===== src/rtl/debug_core_pkg.sv =====
package debug_core_pkg;

  // ------------------------------------------------------------
  // Command codes
  // ------------------------------------------------------------
  localparam logic [7:0] CMD_REVISION = 8'h00;
  localparam logic [7:0] CMD_STATUS   = 8'h02;
  localparam logic [7:0] CMD_RUNTIME  = 8'h03;
  localparam logic [7:0] CMD_CTL_WR   = 8'h04;
  localparam logic [7:0] CMD_CTL_RD   = 8'h05;
  localparam logic [7:0] CMD_PC_WR    = 8'h06;
  localparam logic [7:0] CMD_PC_RD    = 8'h07;

  // ------------------------------------------------------------
  // Control register layout
  // ------------------------------------------------------------
  localparam int         CTL_HALT_BIT  = 7;
  localparam int         CTL_BRKEN_BIT = 6;
  localparam int         CTL_RST_BIT   = 0;
  localparam logic [7:0] CTL_WR_MASK   = 8'he1;
  localparam logic [7:0] CTL_RESET     = 8'h00;

  // ------------------------------------------------------------
  // Status register layout
  // ------------------------------------------------------------
  localparam int STAT_HALT_BIT = 7;
  localparam int STAT_RP_BIT   = 6;

  // ------------------------------------------------------------
  // Constant values
  // ------------------------------------------------------------
  localparam logic [15:0] ALL_ONES16   = 16'hffff;
  localparam logic [15:0] ZERO16       = 16'h0000;
  localparam logic [7:0]  ZERO8        = 8'h00;
  localparam logic [15:0] REVISION_DEF = 16'h0100;
  localparam logic [11:0] FLASH_LO_DEF = 12'hff8;
  localparam logic [11:0] FLASH_HI_DEF = 12'hfff;
  localparam logic [11:0] FLASH_CTL_DEF = 12'hff8;
  localparam logic [7:0]  MASS_ERASE_DEF = 8'h63;

  typedef enum logic [2:0] {
    ST_IDLE  = 3'b000,
    ST_ARG1  = 3'b001,
    ST_ARG2  = 3'b010,
    ST_SEND1 = 3'b011,
    ST_SEND2 = 3'b100
  } core_state_t;

endpackage


===== src/rtl/debug_core_if.sv =====
`timescale 1ns/1ps
interface debug_core_if;
  logic        debug_mode;
  logic        watch_hit;
  logic [15:0] run_count;
  logic        run_load;
  logic [15:0] run_load_data;

  modport core    (output debug_mode, output run_load, output run_load_data,
                   input watch_hit, input run_count);
  modport watch   (input debug_mode, output watch_hit);
  modport counter (input debug_mode, input run_load, input run_load_data, output run_count);
endinterface


===== src/rtl/debug_cmd_core.sv =====
// Summary of operation
// [RL1] One watchpoint on one register address, read/write.
// [RL2] Optional data compare qualifies the watchpoint.
// [RL3] Watchpoint hit enters debug mode, sets flag.
// [RL4] 16-bit runtime counter counts outside debug mode.
// [RL5] Counter starts at zero and saturates.
// [RL6] Counter may be overwritten by memory commands.
// [RL7] Command byte codes 00H and 02H to 07H decoded.
// [RL8] Outside debug mode only 00H,02H,04H,05H work.
// [RL9] Read protect disables program counter access.
// [RL10] Protected register writes only flash mass erase; the code also accepts any data at flash addresses other than FLASH_CTL.
// [RL11] Revision reply: major byte then minor byte.
// [RL12] Status read replies one status byte.
// [RL13] Runtime read replies two bytes, high first.
// [RL14] Control write stores byte; protect keeps halt.
// [RL15] Control read replies control register byte.
// [RL16] Program counter write, high first, gated.
// [RL17] Program counter read, all ones when gated.
// [RL18] Characters: start, eight LSB-first, 1.5 stop.
// [RL19] Host sends 80H first for baud detection.
// [RL20] Serial error aborts command, sends break.
// [RL21] Reserved or unavailable commands silently ignored.
// [RL22] Counter cleared on each debug mode exit; a run_load in the first cycle after exit loads run_load_data instead.
`timescale 1ns/1ps
module debug_cmd_core
  import debug_core_pkg::*;
#(
  parameter logic [15:0] REVISION   = REVISION_DEF,
  parameter logic [11:0] FLASH_LO   = FLASH_LO_DEF,
  parameter logic [11:0] FLASH_HI   = FLASH_HI_DEF,
  parameter logic [11:0] FLASH_CTL  = FLASH_CTL_DEF,
  parameter logic [7:0]  MASS_ERASE = MASS_ERASE_DEF
) (
  input  wire logic        core_clk_in,
  input  wire logic        rst_in,
  input  wire logic [7:0]  rx_data_in,
  input  wire logic        rx_valid_in,
  input  wire logic        tx_ready_in,
  input  wire logic        serial_error_in,
  input  wire logic        read_protect_option_in,
  input  wire logic        brk_in,
  input  wire logic [15:0] pc_in,
  input  wire logic [11:0] rf_addr_in,
  input  wire logic [7:0]  rf_data_in,
  input  wire logic        rf_rd_in,
  input  wire logic        rf_wr_in,
  input  wire logic [11:0] wpt_addr_in,
  input  wire logic [7:0]  wpt_data_in,
  input  wire logic        wpt_on_read_in,
  input  wire logic        wpt_on_write_in,
  input  wire logic        wpt_data_cmp_in,
  input  wire logic        reg_wr_req_in,
  input  wire logic [11:0] reg_wr_addr_in,
  input  wire logic [7:0]  reg_wr_data_in,
  input  wire logic        run_load_in,
  input  wire logic [15:0] run_load_data_in,
  output logic [7:0]       tx_data_out,
  output logic             tx_valid_out,
  output logic             send_break_out,
  output logic             baud_reset_out,
  output logic             debug_halt_flag_out,
  output logic [7:0]       debugger_control_reg_out,
  output logic             pc_wr_out,
  output logic [15:0]      pc_wr_data_out,
  output logic             reg_wr_accept_out
);

  // ------------------------------------------------------------
  // Shared links to the watchpoint and the runtime counter
  // ------------------------------------------------------------
  debug_core_if link ();

  watchpoint_unit u_watch (
    .core_clk_in     (core_clk_in),
    .rst_in          (rst_in),
    .rf_addr_in      (rf_addr_in),
    .rf_data_in      (rf_data_in),
    .rf_rd_in        (rf_rd_in),
    .rf_wr_in        (rf_wr_in),
    .wpt_addr_in     (wpt_addr_in),
    .wpt_data_in     (wpt_data_in),
    .wpt_on_read_in  (wpt_on_read_in),
    .wpt_on_write_in (wpt_on_write_in),
    .wpt_data_cmp_in (wpt_data_cmp_in),
    .link            (link.watch)
  );

  runtime_counter u_run (
    .core_clk_in (core_clk_in),
    .rst_in      (rst_in),
    .link        (link.counter)
  );

  // ------------------------------------------------------------
  // State
  // ------------------------------------------------------------
  typedef struct packed {
    core_state_t state;
    logic [7:0]  cmd;
    logic [7:0]  ctl;
    logic [7:0]  arg_hi;
    logic [7:0]  tx_data;
    logic        tx_valid;
    logic [7:0]  second;
    logic        send_break;
    logic        baud_reset;
    logic        pc_wr;
    logic [15:0] pc_wr_data;
    logic        reg_wr_accept;
  } core_reg_t;

  core_reg_t st;
  core_reg_t next_st;

  logic       in_debug;
  logic       protect;
  logic       allowed;
  logic [7:0] status;

  // ------------------------------------------------------------
  // Mode, protection and status byte
  // ------------------------------------------------------------
  assign in_debug = st.ctl[CTL_HALT_BIT];
  assign protect  = read_protect_option_in;

  always_comb begin
    status                = ZERO8;
    status[STAT_HALT_BIT] = in_debug;
    status[STAT_RP_BIT]   = protect;
  end

  // ------------------------------------------------------------
  // Command availability
  // ------------------------------------------------------------
  // Availability of a command byte in the present mode.
  // Program counter commands are always taken so that their argument bytes are never decoded as commands.
  always_comb begin
    unique case (rx_data_in)                                   // see [RL7]
      CMD_REVISION, CMD_STATUS, CMD_CTL_WR, CMD_CTL_RD: begin
        allowed = 1'b1;                                        // see [RL8]
      end
      CMD_RUNTIME: begin
        allowed = in_debug;                                    // see [RL8]
      end
      CMD_PC_WR, CMD_PC_RD: begin
        allowed = 1'b1;                                        // see [RL16] [RL17]
      end
      default: begin
        allowed = 1'b0;                                        // see [RL21]
      end
    endcase
  end

  // ------------------------------------------------------------
  // Command sequencer
  // ------------------------------------------------------------
  always_comb begin
    next_st            = st;
    next_st.send_break = 1'b0;
    next_st.baud_reset = 1'b0;
    next_st.pc_wr      = 1'b0;

    // Protected register writes may only reach the flash controller.
    next_st.reg_wr_accept = reg_wr_req_in && in_debug
                            && (!protect || ((reg_wr_addr_in >= FLASH_LO) && (reg_wr_addr_in <= FLASH_HI)
                            && ((reg_wr_addr_in != FLASH_CTL) || (reg_wr_data_in == MASS_ERASE)))); // see [RL10]

    if (link.watch_hit || (brk_in && st.ctl[CTL_BRKEN_BIT])) begin
      next_st.ctl[CTL_HALT_BIT] = 1'b1;                        // see [RL3]
    end

    if (serial_error_in) begin
      next_st.state      = ST_IDLE;                            // see [RL20]
      next_st.tx_valid   = 1'b0;
      next_st.send_break = 1'b1;
      // An error aborts any command in flight, including a reply being sent.
      // The host must send the baud character again after the break.
      next_st.baud_reset = 1'b1;                               // see [RL19]
    end else begin
      unique case (st.state)
        ST_IDLE: begin
          // Bytes arrive here already deframed by the receiver.
          if (rx_valid_in && allowed) begin                    // see [RL18]
            next_st.cmd = rx_data_in;
            unique case (rx_data_in)
              CMD_REVISION: begin
                next_st.tx_data  = REVISION[15:8];             // see [RL11]
                next_st.second   = REVISION[7:0];
                next_st.tx_valid = 1'b1;
                next_st.state    = ST_SEND2;
              end
              CMD_STATUS: begin
                next_st.tx_data  = status;                     // see [RL12]
                next_st.tx_valid = 1'b1;
                next_st.state    = ST_SEND1;
              end
              CMD_RUNTIME: begin
                next_st.tx_data  = link.run_count[15:8];       // see [RL13]
                next_st.second   = link.run_count[7:0];
                next_st.tx_valid = 1'b1;
                next_st.state    = ST_SEND2;
              end
              CMD_CTL_RD: begin
                next_st.tx_data  = st.ctl;                     // see [RL15]
                next_st.tx_valid = 1'b1;
                next_st.state    = ST_SEND1;
              end
              CMD_PC_RD: begin
                // A gated read still answers two bytes so that the host stays in step.
                if (in_debug && !protect) begin
                  next_st.tx_data = pc_in[15:8];               // see [RL17]
                  next_st.second  = pc_in[7:0];
                end else begin
                  next_st.tx_data = ALL_ONES16[15:8];          // see [RL9] [RL17]
                  next_st.second  = ALL_ONES16[7:0];
                end
                next_st.tx_valid = 1'b1;
                next_st.state    = ST_SEND2;
              end
              default: begin
                next_st.state = ST_ARG1;
              end
            endcase
          end
        end
        ST_ARG1: begin
          if (rx_valid_in) begin
            if (st.cmd == CMD_CTL_WR) begin
              next_st.ctl = rx_data_in & CTL_WR_MASK;          // see [RL14]
              if (protect && st.ctl[CTL_HALT_BIT]) begin
                next_st.ctl[CTL_HALT_BIT] = 1'b1;              // see [RL14]
              end
              if (link.watch_hit || (brk_in && st.ctl[CTL_BRKEN_BIT])) begin
                next_st.ctl[CTL_HALT_BIT] = 1'b1;
              end
              next_st.state = ST_IDLE;
            end else begin
              // A gated program counter write still takes both argument bytes.
              next_st.arg_hi = rx_data_in;                     // see [RL16]
              next_st.state  = ST_ARG2;
            end
          end
        end
        ST_ARG2: begin
          if (rx_valid_in) begin
            next_st.pc_wr      = in_debug && !protect;         // see [RL16]
            next_st.pc_wr_data = {st.arg_hi, rx_data_in};
            next_st.state      = ST_IDLE;
          end
        end
        ST_SEND2: begin
          if (tx_ready_in) begin
            next_st.tx_data = st.second;
            next_st.state   = ST_SEND1;
          end
        end
        ST_SEND1: begin
          if (tx_ready_in) begin
            next_st.tx_valid = 1'b0;
            next_st.state    = ST_IDLE;
          end
        end
        default: begin
          next_st.state = ST_IDLE;
        end
      endcase
    end
  end

  // ------------------------------------------------------------
  // State register
  // ------------------------------------------------------------
  // Reset leaves the block idle, outside debug mode and silent.
  always_ff @(posedge core_clk_in or posedge rst_in) begin
    if (rst_in) begin
      st       <= '0;
      st.state <= ST_IDLE;
      st.ctl   <= CTL_RESET;
    end else begin
      st <= next_st;
    end
  end

  // ------------------------------------------------------------
  // Outputs
  // ------------------------------------------------------------
  assign link.debug_mode    = st.ctl[CTL_HALT_BIT];
  assign link.run_load      = run_load_in;
  assign link.run_load_data = run_load_data_in;

  // Every output is a state flip-flop, with no logic after it.
  assign tx_data_out              = st.tx_data;
  assign tx_valid_out             = st.tx_valid;
  assign send_break_out           = st.send_break;
  assign baud_reset_out           = st.baud_reset;
  assign debug_halt_flag_out      = st.ctl[CTL_HALT_BIT];
  assign debugger_control_reg_out = st.ctl;
  assign pc_wr_out                = st.pc_wr;
  assign pc_wr_data_out           = st.pc_wr_data;
  assign reg_wr_accept_out        = st.reg_wr_accept;

endmodule


===== src/rtl/watchpoint_unit.sv =====
`timescale 1ns/1ps
module watchpoint_unit
  import debug_core_pkg::*;
(
  input  wire logic        core_clk_in,
  input  wire logic        rst_in,
  input  wire logic [11:0] rf_addr_in,
  input  wire logic [7:0]  rf_data_in,
  input  wire logic        rf_rd_in,
  input  wire logic        rf_wr_in,
  input  wire logic [11:0] wpt_addr_in,
  input  wire logic [7:0]  wpt_data_in,
  input  wire logic        wpt_on_read_in,
  input  wire logic        wpt_on_write_in,
  input  wire logic        wpt_data_cmp_in,
  debug_core_if.watch      link
);

  typedef struct packed {
    logic hit;
  } watch_state_t;

  watch_state_t st;
  watch_state_t next_st;

  always_comb begin
    next_st = st;
    next_st.hit = !link.debug_mode && (rf_addr_in == wpt_addr_in)
                  && ((rf_rd_in && wpt_on_read_in) || (rf_wr_in && wpt_on_write_in)) // see [RL1]
                  && (!wpt_data_cmp_in || (rf_data_in == wpt_data_in));                 // see [RL2]
  end

  always_ff @(posedge core_clk_in or posedge rst_in) begin
    if (rst_in) begin
      st <= '0;
    end else begin
      st <= next_st;
    end
  end

  assign link.watch_hit = st.hit;

endmodule


===== src/rtl/runtime_counter.sv =====
`timescale 1ns/1ps
module runtime_counter
  import debug_core_pkg::*;
(
  input  wire logic   core_clk_in,
  input  wire logic   rst_in,
  debug_core_if.counter link
);

  typedef struct packed {
    logic [15:0] count;
    logic        was_debug;
  } run_state_t;

  run_state_t st;
  run_state_t next_st;

  always_comb begin
    next_st = st;
    next_st.was_debug = link.debug_mode;
    if (link.run_load) begin
      next_st.count = link.run_load_data;                      // see [RL6]
    end else if (st.was_debug && !link.debug_mode) begin
      next_st.count = ZERO16;                                  // see [RL22]
    end else if (!link.debug_mode && st.count != ALL_ONES16) begin
      next_st.count = st.count + 16'h0001;                     // see [RL4]
    end
  end

  always_ff @(posedge core_clk_in or posedge rst_in) begin
    if (rst_in) begin
      st <= '0;                                                // see [RL5]
    end else begin
      st <= next_st;
    end
  end

  assign link.run_count = st.count;

endmodule


===== config.mk =====
export PLATFORM = sky130hd
export DESIGN_NAME = debug_cmd_core
export DESIGN_NICKNAME = d
export VERILOG_FILES = /design/src/rtl/debug_core_pkg.sv /design/src/rtl/debug_core_if.sv /design/src/rtl/debug_cmd_core.sv /design/src/rtl/watchpoint_unit.sv /design/src/rtl/runtime_counter.sv
export SDC_FILE = /design/constraint.sdc
export NUM_CORES = 1
export LEC_CHECK = 0
export ABC_AREA = 1
export BUFFER_PORTS_ARGS = -buffer_cell sky130_fd_sc_hd__clkbuf_2
export CAP_MARGIN = 20
export CORE_UTILIZATION = 31
export DETAILED_ROUTE_END_ITERATION = 10
export GPL_ROUTABILITY_DRIVEN = 0
export GPL_TIMING_DRIVEN = 0
export SYNTH_ARGS = -nofsm -noshare
export SYNTH_HDL_FRONTEND = slang
export SYNTH_HIERARCHICAL = 1
export SYNTH_SLANG_ARGS = --single-unit

===== constraint.sdc =====
create_clock -name core_clk_in -period 4.3 [get_ports core_clk_in]
set_input_delay 0.215 -clock core_clk_in [delete_from_list [all_inputs] [get_ports core_clk_in]]
set_output_delay 0.215 -clock core_clk_in [all_outputs]
set_load 0.02 [all_outputs]

==> impl_metrics.env, run 1 <==
export IMPL_synthAdderAreaFrac_pct=0.239
export IMPL_fp_dieH_um=132
export IMPL_vdd_drop_max_v=0.000191
export IMPL_synth_top_family_by_area="simple AND/OR/NAND/NOR gates"
export IMPL_cts_tree="done"
export IMPL_cp_start_kind="register"
export IMPL_hp_class="in -> reg"
export IMPL_final_nets=1048
export IMPL_synth_cell_types=36
export IMPL_synth_largest_area_cell="dfrtp_1"
export IMPL_antenna_found_initial=0
export IMPL_fin_hold_ws_ns=0.0698
export IMPL_yosysWarnings=6
export IMPL_synth_simple_area_share_pct=35.3
export IMPL_detailed_place_hpwl_mm=10.8
export IMPL_vias_per_cell=4.36
export IMPL_leakage_nw=3.84
export IMPL_r2r_slack_ns=2.32
export IMPL_synth_seq_area_share_pct=36.8
export IMPL_crit_slowest_cell="dfrtp_1"
export IMPL_setup_viol=0
export IMPL_die_w_um=132
export IMPL_synthCells=771
export IMPL_period_needed_ns=1.98
export IMPL_cts_max_level=3
export IMPL_ys_flop_type="dfrtp_1"
export IMPL_overflow=0
export IMPL_final_area_um2=6620
export IMPL_cts_setup_buffers=0
export IMPL_synthesis_area_um2=5230
export IMPL_ys_ff_latch=77
export IMPL_synth_edf_count=0
export IMPL_drt_pre_antenna_iters=5
export IMPL_track_usage_pct=16.3
export IMPL_rsz0062_at_grt="no"
export IMPL_synth_top_cell_area_share_pct=36.8
export IMPL_synthArstFlopShare_pct=100
export IMPL_synthTopCellsByArea="dfrtp_1, nand2_1, buf_4"
export IMPL_endpoint_kind="register"
export IMPL_outcome="finished, final reports clean"
export IMPL_clk_pin_slew_ns=0.06
export IMPL_syn_avg_cell_area_um2=6.79
export IMPL_first_iter_violations=275
export IMPL_clockBufferDepth=2
export IMPL_dpl_cell_area_um2=6260
export IMPL_drt_total_wl_mm=13.6
export IMPL_critPathKind="reg -> reg"
export IMPL_area_delta_synth_final_pct=26.6
export IMPL_slew_headroom_pct=50.7
export IMPL_max_cap_viol_count=0
export IMPL_dieArea_um2=17400
export IMPL_synthMuxAreaShare_pct=1.72
export IMPL_slowest_delay_ns=0.65
export IMPL_grt_pass1_vias=4681
export IMPL_synth_most_common_cell="nand2_1"
export IMPL_fin_worst_skew_ns=0.00834
export IMPL_core_area_um2=16500
export IMPL_ios=152
export IMPL_grt_max_degree=36
export IMPL_clockRootBuffer="clkbuf_16"
export IMPL_n_antenna_cell=0
export IMPL_placementRows=47
export IMPL_drcViolationCount=0
export IMPL_route_antenna_remaining_nets=0
export IMPL_worstPathArrival_ns=2.21
export IMPL_cp_required_ns=4.54
export IMPL_initial_utilization_pct=31.7
export IMPL_cts_buffers=9
export IMPL_wire_per_inst_um=11.8
export IMPL_path_max_fanout=10
export IMPL_synth_xor_area_share_pct=0
export IMPL_drv_slew=0
export IMPL_grt_pass1_wl_mm=22.6
export IMPL_clkSinkCount=77
export IMPL_stdcell_count=1158
export IMPL_fmax_ghz=0.506
export IMPL_layout_drive_gt1_share_pct=29.0
export IMPL_insertion_delay_ns=0.35
export IMPL_port_buffers=145
export IMPL_synth_compound_area_share_pct=9.11
export IMPL_post_route_period_util_pct=45.9
export IMPL_dp_cells=1140
export IMPL_finalSetupTns_ns=0
export IMPL_finalHoldViolations=0
export IMPL_cpMostUsedCell="nand2_1"
export IMPL_cp_cell_sequence="inv_1, nor2_1, inv_1, clkbuf_1, o21ai_0, nand2_1, nand3_1, nand2_1, nand2_1, nand2_1"
export IMPL_dr_total_vias=5050
export IMPL_synthTopCellsByCount="nand2_1, inv_1, dfrtp_1, nor2_1, nand3_1"
export IMPL_tightest_slew_ns=0.738
export IMPL_p_per_area_nw_per_um2=306
## cells by family after synthesis
| logic type | after synthesis |
|---|---|
| mux | 8 |
| simple gates | 434 |
| flops | 77 |
| other cells | 1 |
| buf+inv | 170 |
| fa+ha+maj | 1 |
| compound gates | 80 |
## routing by layer
layer / up-vias / GRT usage (%) / wire length (um)
li1: 2668 / - / -
met1: 2211 / 21.2 / 6220
met2: 151 / 26.6 / 6470
met3: 20 / 3.69 / 700
met4: 0 / 5.68 / 252
met5: - / 0 / 0
## sequential cells by signal, summed over array words and instances (netlist names)
| signal | cells |
|---|---|
| u_watch/link.watch_hit | 1 |
| debugger_control_reg_out | 4 |
| st | 27 |
| pc_wr_data_out | 16 |
| u_run/st | 1 |
| tx_valid_out | 1 |
| pc_wr_out | 1 |
| baud_reset_out | 1 |
| tx_data_out | 8 |
| u_run/link.run_count | 16 |
| reg_wr_accept_out | 1 |
## worst max-delay path, delay by kind of cell, from the launching register on
kind                   cells  cell delay [ns]
flip-flops                 1             0.65
AND/OR/NAND/NOR            6             0.52
buffers and inverters      3             0.45
AO/OA/AOI/OAI              1             0.24
## placed cells by master (no fill, tap or decap), drive strengths merged, types with 3 or more instances in the layout
| cell type | count |
|---|---|
| nor3 | 8 |
| buf | 64 |
| clkbuf | 161 |
| a21oi | 9 |
| o21ai | 64 |
| clkinv | 4 |
| mux2 | 8 |
| nor2 | 75 |
| dfrtp | 77 |
| o21bai | 3 |
| inv | 99 |
| nand3 | 57 |
| nand2 | 282 |
| nand4 | 8 |
| conb | 4 |
| bufinv | 3 |
## path summary, 6_finish.rpt
| path | cells after the start | endpoint | startpoint |
|---|---|---|---|
| setup / recovery | 10 | tx_data_out[2] | debugger_control_reg_out[7] |
| hold / removal | 3 | reg_wr_accept_out | reg_wr_req_in |
| setup reg to reg | 10 | tx_data_out[2] | debugger_control_reg_out[7] |
| hold reg to reg | 2 | st[56] | st[56] |
| max in group asynchronous | 4 | st[42] | rst_in |
| min in group asynchronous | 3 | u_watch/link.watch_hit | rst_in |
## report_power, final
part	switching [mW]	internal, mW	leakage, nW
registers	0.0481	0.766	1.03
clock network	0.316	0.567	0.163
logic	0.178	0.151	2.65
## metrics by stage
| stage | total power [mW] | setup slack (ns) | utilization, % |
|---|---|---|---|
| 6_report | 2.03 | 2.32 | 40.1 |
| 3_5_place_dp | 1.16 | 2.29 | 37.9 |
| 2_1_floorplan | 1.03 | 2.63 | - |
| 5_1_grt | 2.12 | 2.06 | 40.1 |
| 4_1_cts | 2.05 | 2.28 | 40.1 |
| 3_3_place_gp | 1.15 | 1.69 | 37.8 |
## repair_timing
| item | in CTS | in global routing |
|---|---|---|
| gates resized for setup | 0 | 0 |
| endpoints found under the setup margin | 0 | 0 |
| hold buffers | 2 | 0 |
| hold endpoints to repair | 26 | 0 |
## area by class of cell
class                           instances  area (um2)
Inverter                              101         384
Buffer                                 69         490
Fill cell                            1772        9900
Clock inverter                          6         111
Sequential cell                        77        1930
Timing Repair Buffer                  148         766
Clock buffer                           10         229
Tap cell                              220         275
Multi-Input combinational cell        527        2440
Power figures use the tool's default switching activity.
==> run 2, diff against run 1 <==
==> constraint.sdc (replaced) <==
create_clock -name core_clk_in -period 2 [get_ports core_clk_in]
set_input_delay 0.1 -clock core_clk_in [delete_from_list [all_inputs] [get_ports core_clk_in]]
set_output_delay 0.1 -clock core_clk_in [all_outputs]
set_load 0.02 [all_outputs]
==> impl_metrics.env, run 2 (synthesized netlist as in run 1, its figures left out) <==
export IMPL_detailed_place_hpwl_mm=10.8
export IMPL_drt_total_wl_mm=13.7
export IMPL_drcViolationCount=0
export IMPL_placementRows=47
export IMPL_dp_cells=1140
export IMPL_clkSinkCount=77
export IMPL_dr_total_vias=5065
export IMPL_cpMostUsedCell="nand2_2"
export IMPL_cts_buffers=9
export IMPL_core_area_um2=16500
export IMPL_drv_slew=0
export IMPL_route_antenna_remaining_nets=0
export IMPL_max_cap_viol_count=0
export IMPL_pwr_share_comb_pct=16.5
export IMPL_dpl_cell_area_um2=6260
export IMPL_initial_utilization_pct=31.7
export IMPL_p_switching_mw=1.16
export IMPL_cts_tree="done"
export IMPL_multi_input_comb_area_um2=2440
export IMPL_use_met1_pct=21.2
export IMPL_use_met2_pct=26.6
export IMPL_power_frac_clock_pct=43.4
export IMPL_final_nets=1054
export IMPL_internal_power_mw=3.20
export IMPL_post_place_ws_ns=-0.00837
export IMPL_stdcell_count=1164
export IMPL_top_usage_layer="met2"
export IMPL_grt_use_met3_pct=3.73
export IMPL_outcome="finished, final reports clean"
export IMPL_post_route_period_util_pct=87.8
export IMPL_cp_start_kind="register"
export IMPL_track_usage_pct=16.3
export IMPL_crit_slowest_cell="dfrtp_1"
export IMPL_setup_viol=0
export IMPL_worst_path_buf_inv=2
export IMPL_dieArea_um2=17400
export IMPL_ios=152
export IMPL_cp_cell_sequence="ha_1, nand3_2, inv_2, nand2_4, o21ai_4, nand2_2, buf_6, nand2_2, o21ai_2"
export IMPL_fp_dieH_um=132
export IMPL_area_delta_synth_final_pct=27.7
export IMPL_cp_required_ns=2.24
export IMPL_n_antenna_cell=0
export IMPL_worstPathArrival_ns=1.99
export IMPL_rsz0062_at_grt="no"
export IMPL_hp_start="rx_data_in[4]"
export IMPL_fmax_ghz=0.570
export IMPL_endpoint_kind="register"
export IMPL_tightest_slew_ns=0.733
export IMPL_cts_max_level=3
export IMPL_port_buffers=145
export IMPL_period_needed_ns=1.76
export IMPL_vdd_drop_max_v=0.000408
export IMPL_path_max_fanout=10
export IMPL_die_w_um=132
export IMPL_layout_setup_ws_ns=0.245
export IMPL_largest_reg_flops=27
export IMPL_final_area_um2=6680
export IMPL_slew_headroom_pct=51.1
export IMPL_clockRootBuffer="clkbuf_16"
export IMPL_cp_top_family="flip-flops"
export IMPL_fin_worst_skew_ns=0.00831
export IMPL_ff_latch_area_um2=1930
export IMPL_p_per_area_nw_per_um2=653
export IMPL_vias_per_cell=4.35
export IMPL_startpoint="u_run/link.run_count[0]"
export IMPL_final_common_cell="nand2_1"
export IMPL_wire_per_inst_um=11.8
export IMPL_grt_pass1_vias=4701
export IMPL_overflow=0
export IMPL_layout_drive_gt1_share_pct=29.1
export IMPL_top_register="st"
export IMPL_p_seq_share_pct=40.1
export IMPL_leakage_nw=3.87
export IMPL_grt_max_degree=36
export IMPL_antenna_found_initial=0
export IMPL_fillers=1771
export IMPL_insertion_delay_ns=0.35
export IMPL_critPathKind="reg -> reg"
export IMPL_finalHoldViolations=0
export IMPL_clk_pin_slew_ns=0.06
export IMPL_final_cell_mix="nand2_1, clkbuf_2, inv_1"
export IMPL_first_iter_violations=289
export IMPL_slowest_delay_ns=0.45
export IMPL_hp_class="in -> reg"
export IMPL_grt_pass1_wl_mm=22.7
export IMPL_drt_pre_antenna_iters=5
export IMPL_p_sw_share_pct=26.7
export IMPL_r2r_start="u_run/link.run_count[0]"
export IMPL_clockBufferDepth=2
[run 2: changes by cell type in the layout (fill, tap and decap cells not counted), sizes merged]
cell | before | now
dlygate4sd3 | 2 | 6
buf | 64 | 66
[run 2: worst reg2reg max path: stages (launching register included)]
cell	delay (ns)
dfrtp_1	0.45
ha_1	0.30
nand3_2	0.14
inv_2	0.12
nand2_4	0.07
o21ai_4	0.21
nand2_2	0.09
buf_6	0.16
nand2_2	0.07
o21ai_2	0.05
[run 2: stage by stage]
step                      power, mW  TNS [ns]  utilization [%]  hold WS (ns)
after floorplan                2.22         0                -        -0.171
after global placement         2.47    -28.84             37.8       -0.0349
after detailed placement       2.49  -0.00837             37.9       -0.0232
after CTS                      4.41         0             40.3        0.0168
after global routing           4.57         0             40.4        0.0393
final                          4.36         0             40.4        0.0224
[run 2: worst paths after layout]
kind                                                to  slack (ns)  cells after the start
max                            u_run/link.run_count[8]        0.24                      9
min                                  pc_wr_data_out[4]        0.02                      3
max reg2reg                    u_run/link.run_count[8]        0.24                      9
min reg2reg                                     st[56]        0.47                      2
max in group asynchronous  debugger_control_reg_out[7]        0.99                      4
min in group asynchronous       u_watch/link.watch_hit        0.17                      3
[run 2: repair_timing]
item | 4_1_cts | 5_1_grt
setup buffers | 0 | 2
hold buffers | 6 | 0
endpoints found under the setup margin | 1 | 1
endpoints found under the hold margin | 46 | 0
gates resized for setup | 1 | 0
[run 2: per-layer routing]
| layer | routed length, um | part of all wire (%) |
|---|---|---|
| met1 | 6240 | 45 |
| met4 | 257 | 1.9 |
| met3 | 693 | 5.1 |
| met5 | 0 | 0 |
| met2 | 6520 | 48 |
[run 2: power by group through the flow]
stage                     clock [mW]  combinational, mW  sequential, mW
after floorplan                    0              0.475            1.74
after global placement             0              0.697            1.78
after detailed placement           0              0.711            1.78
after CTS                       1.94              0.722            1.75
after global routing            2.00              0.814            1.76
final                           1.89              0.718            1.75
[run 2: final cells by class]
class | count | share of cell area, %
plain buffers | 69 | 7.34
clock buffers | 10 | 3.43
clock inverters | 6 | 1.67
inverters | 101 | 5.75
multi-input cells | 527 | 36.5
flip-flops and latches | 77 | 28.9
well taps | 220 | 4.12
repair buffers | 154 | 12.3
==> run 3, diff against run 2 <==
--- a/config.mk
+++ b/config.mk
@@ -12,6 +12,7 @@
 export DETAILED_ROUTE_END_ITERATION = 10
 export GPL_ROUTABILITY_DRIVEN = 0
 export GPL_TIMING_DRIVEN = 0
+export REMOVE_ABC_BUFFERS = 1
 export SYNTH_ARGS = -nofsm -noshare
 export SYNTH_HDL_FRONTEND = slang
 export SYNTH_HIERARCHICAL = 1
==> impl_metrics.env, run 3 (synthesized netlist as in run 1, its figures left out) <==
export IMPL_grt_pass1_wl_mm=22.0
export IMPL_p_per_area_nw_per_um2=687
export IMPL_tightest_slew_ns=0.673
export IMPL_rsz0062_at_grt="no"
export IMPL_post_route_period_util_pct=91.4
export IMPL_drt_pre_antenna_iters=4
export IMPL_vdd_drop_max_v=0.000374
export IMPL_slew_headroom_pct=55.1
export IMPL_drt_total_wl_mm=13.0
export IMPL_outcome="finished, final reports clean"
export IMPL_r2r_slack_ns=0.17
export IMPL_vias_per_cell=4.37
export IMPL_r2r_cells=7
export IMPL_initial_utilization_pct=31.7
export IMPL_wire_per_inst_um=11.9
export IMPL_die_w_um=132
export IMPL_fin_worst_skew_ns=0.00969
export IMPL_port_buffers=147
export IMPL_final_cell_mix="nand2_1, clkbuf_2, inv_1"
export IMPL_path_max_fanout=13
export IMPL_holdPathStages=1
export IMPL_largest_reg_flops=27
export IMPL_critPathKind="reg -> reg"
export IMPL_setup_viol=0
export IMPL_ios=152
export IMPL_clk_pin_slew_ns=0.06
export IMPL_dp_cells=1074
export IMPL_fmax_ghz=0.547
export IMPL_layout_drive_gt1_share_pct=24.5
export IMPL_clockRootBuffer="clkbuf_16"
export IMPL_max_cap_viol_count=0
export IMPL_drcViolationCount=0
export IMPL_placementRows=47
export IMPL_cp_required_ns=2.28
export IMPL_finalSetupTns_ns=0
export IMPL_dr_total_vias=4773
export IMPL_insertion_delay_ns=0.34
export IMPL_leakage_nw=3.54
export IMPL_cp_start_kind="register"
export IMPL_r2r_start="st[61]"
export IMPL_grt_max_degree=37
export IMPL_finalHoldViolations=0
export IMPL_route_antenna_remaining_nets=0
export IMPL_top_register="st"
export IMPL_hold_end="baud_reset_out"
export IMPL_post_place_ws_ns=-0.193
export IMPL_period_needed_ns=1.83
export IMPL_hp_class="in -> reg"
export IMPL_stdcell_count=1093
export IMPL_drv_slew=0
export IMPL_cts_max_level=3
export IMPL_core_area_um2=16500
export IMPL_fp_dieH_um=132
export IMPL_area_delta_synth_final_pct=18.2
export IMPL_grt_pass1_vias=4772
export IMPL_p_total_mw=4.25
export IMPL_track_usage_pct=15.7
export IMPL_n_antenna_cell=0
export IMPL_hp_start="serial_error_in"
export IMPL_layout_setup_ws_ns=0.171
export IMPL_overflow=0
export IMPL_detailed_place_hpwl_mm=10.2
export IMPL_dieArea_um2=17400
export IMPL_clockBufferDepth=2
export IMPL_antenna_found_initial=0
export IMPL_cts_tree="done"
export IMPL_clkSinkCount=77
export IMPL_r2r_end="st[61]"
export IMPL_final_common_cell="nand2_1"
export IMPL_endpoint_kind="register"
export IMPL_cts_buffers=9
export IMPL_first_iter_violations=291
export IMPL_worstPathArrival_ns=2.11
export IMPL_fin_hold_ws_ns=0.0165
export IMPL_final_nets=983
==> run 3: changes by cell type in the layout (fill, tap and decap cells not counted), sizes merged <==
| cell | change |
|---|---|
| clkbuf | -2 |
| dlygate4sd3 | -4 |
| buf | -63 |
| clkinv | -1 |
| clkinvlp | -1 |
==> run 3: worst max-delay path by stage <==
stage	from	endpoint	slack, ns
2_1_floorplan	debugger_control_reg_out[7]	u_run/link.run_count[10]	-0.71
3_3_place_gp	debugger_control_reg_out[7]	u_run/link.run_count[7]	-1.50
3_5_place_dp	debugger_control_reg_out[7]	u_run/link.run_count[11]	-0.19
4_1_cts	debugger_control_reg_out[7]	u_run/link.run_count[3]	0.03
5_1_grt	st[61]	st[61]	0.009
6_report	st[61]	st[61]	0.17
==> run 3: where the power goes <==
group | switching, mW | total, mW | internal (mW)
Clock | 0.646 | 1.90 | 1.25
Combinational | 0.362 | 0.599 | 0.237
Sequential | 0.103 | 1.75 | 1.65
Total | 1.11 | 4.25 | 3.14
==> run 3: layer usage <==
layer | track usage, % | part of all wire, % | vias up
li1 | - | - | 2529
met3 | 2.81 | 4.2 | 16
met1 | 18.7 | 44 | 2105
met2 | 28.1 | 50 | 123
met5 | 0 | 0 | -
met4 | 5.88 | 1.6 | 0
==> run 3: critical path: stages, from the launching register on <==
cell and delay (ns):
dfrtp_1 0.42, nor2_1 0.16, nand2_1 0.09, inv_1 0.18
nand4_1 0.46, o21bai_1 0.31, nand2_1 0.09, nand2_1 0.06
==> run 3: repair_timing <==
action | 4_1_cts | 5_1_grt
hold buffers | 2 | 0
hold endpoints to repair | 42 | 0
setup endpoints to repair | 16 | 10
gates resized for setup | 2 | 1
setup buffers | 1 | 0
pin swaps | 1 | 1
==> run 3: layout make-up <==
| class | instances | area (um2) |
|---|---|---|
| inverter | 101 | 384 |
| timing repair buffer | 152 | 795 |
| multi-input combinational | 527 | 2460 |
| fill | 1748 | 10300 |
| sequential | 77 | 1930 |
| clock buffer | 12 | 246 |
| tap | 220 | 275 |
| clock inverter | 4 | 95.1 |
==> run 3: metrics by stage <==
stage | cell area, um2 | util, %
floorplan | 4750 | -
global placement | 5760 | 34.9
detailed placement | 5800 | 35.1
CTS | 6180 | 37.4
global route | 6180 | 37.4
finish | 6180 | 37.4
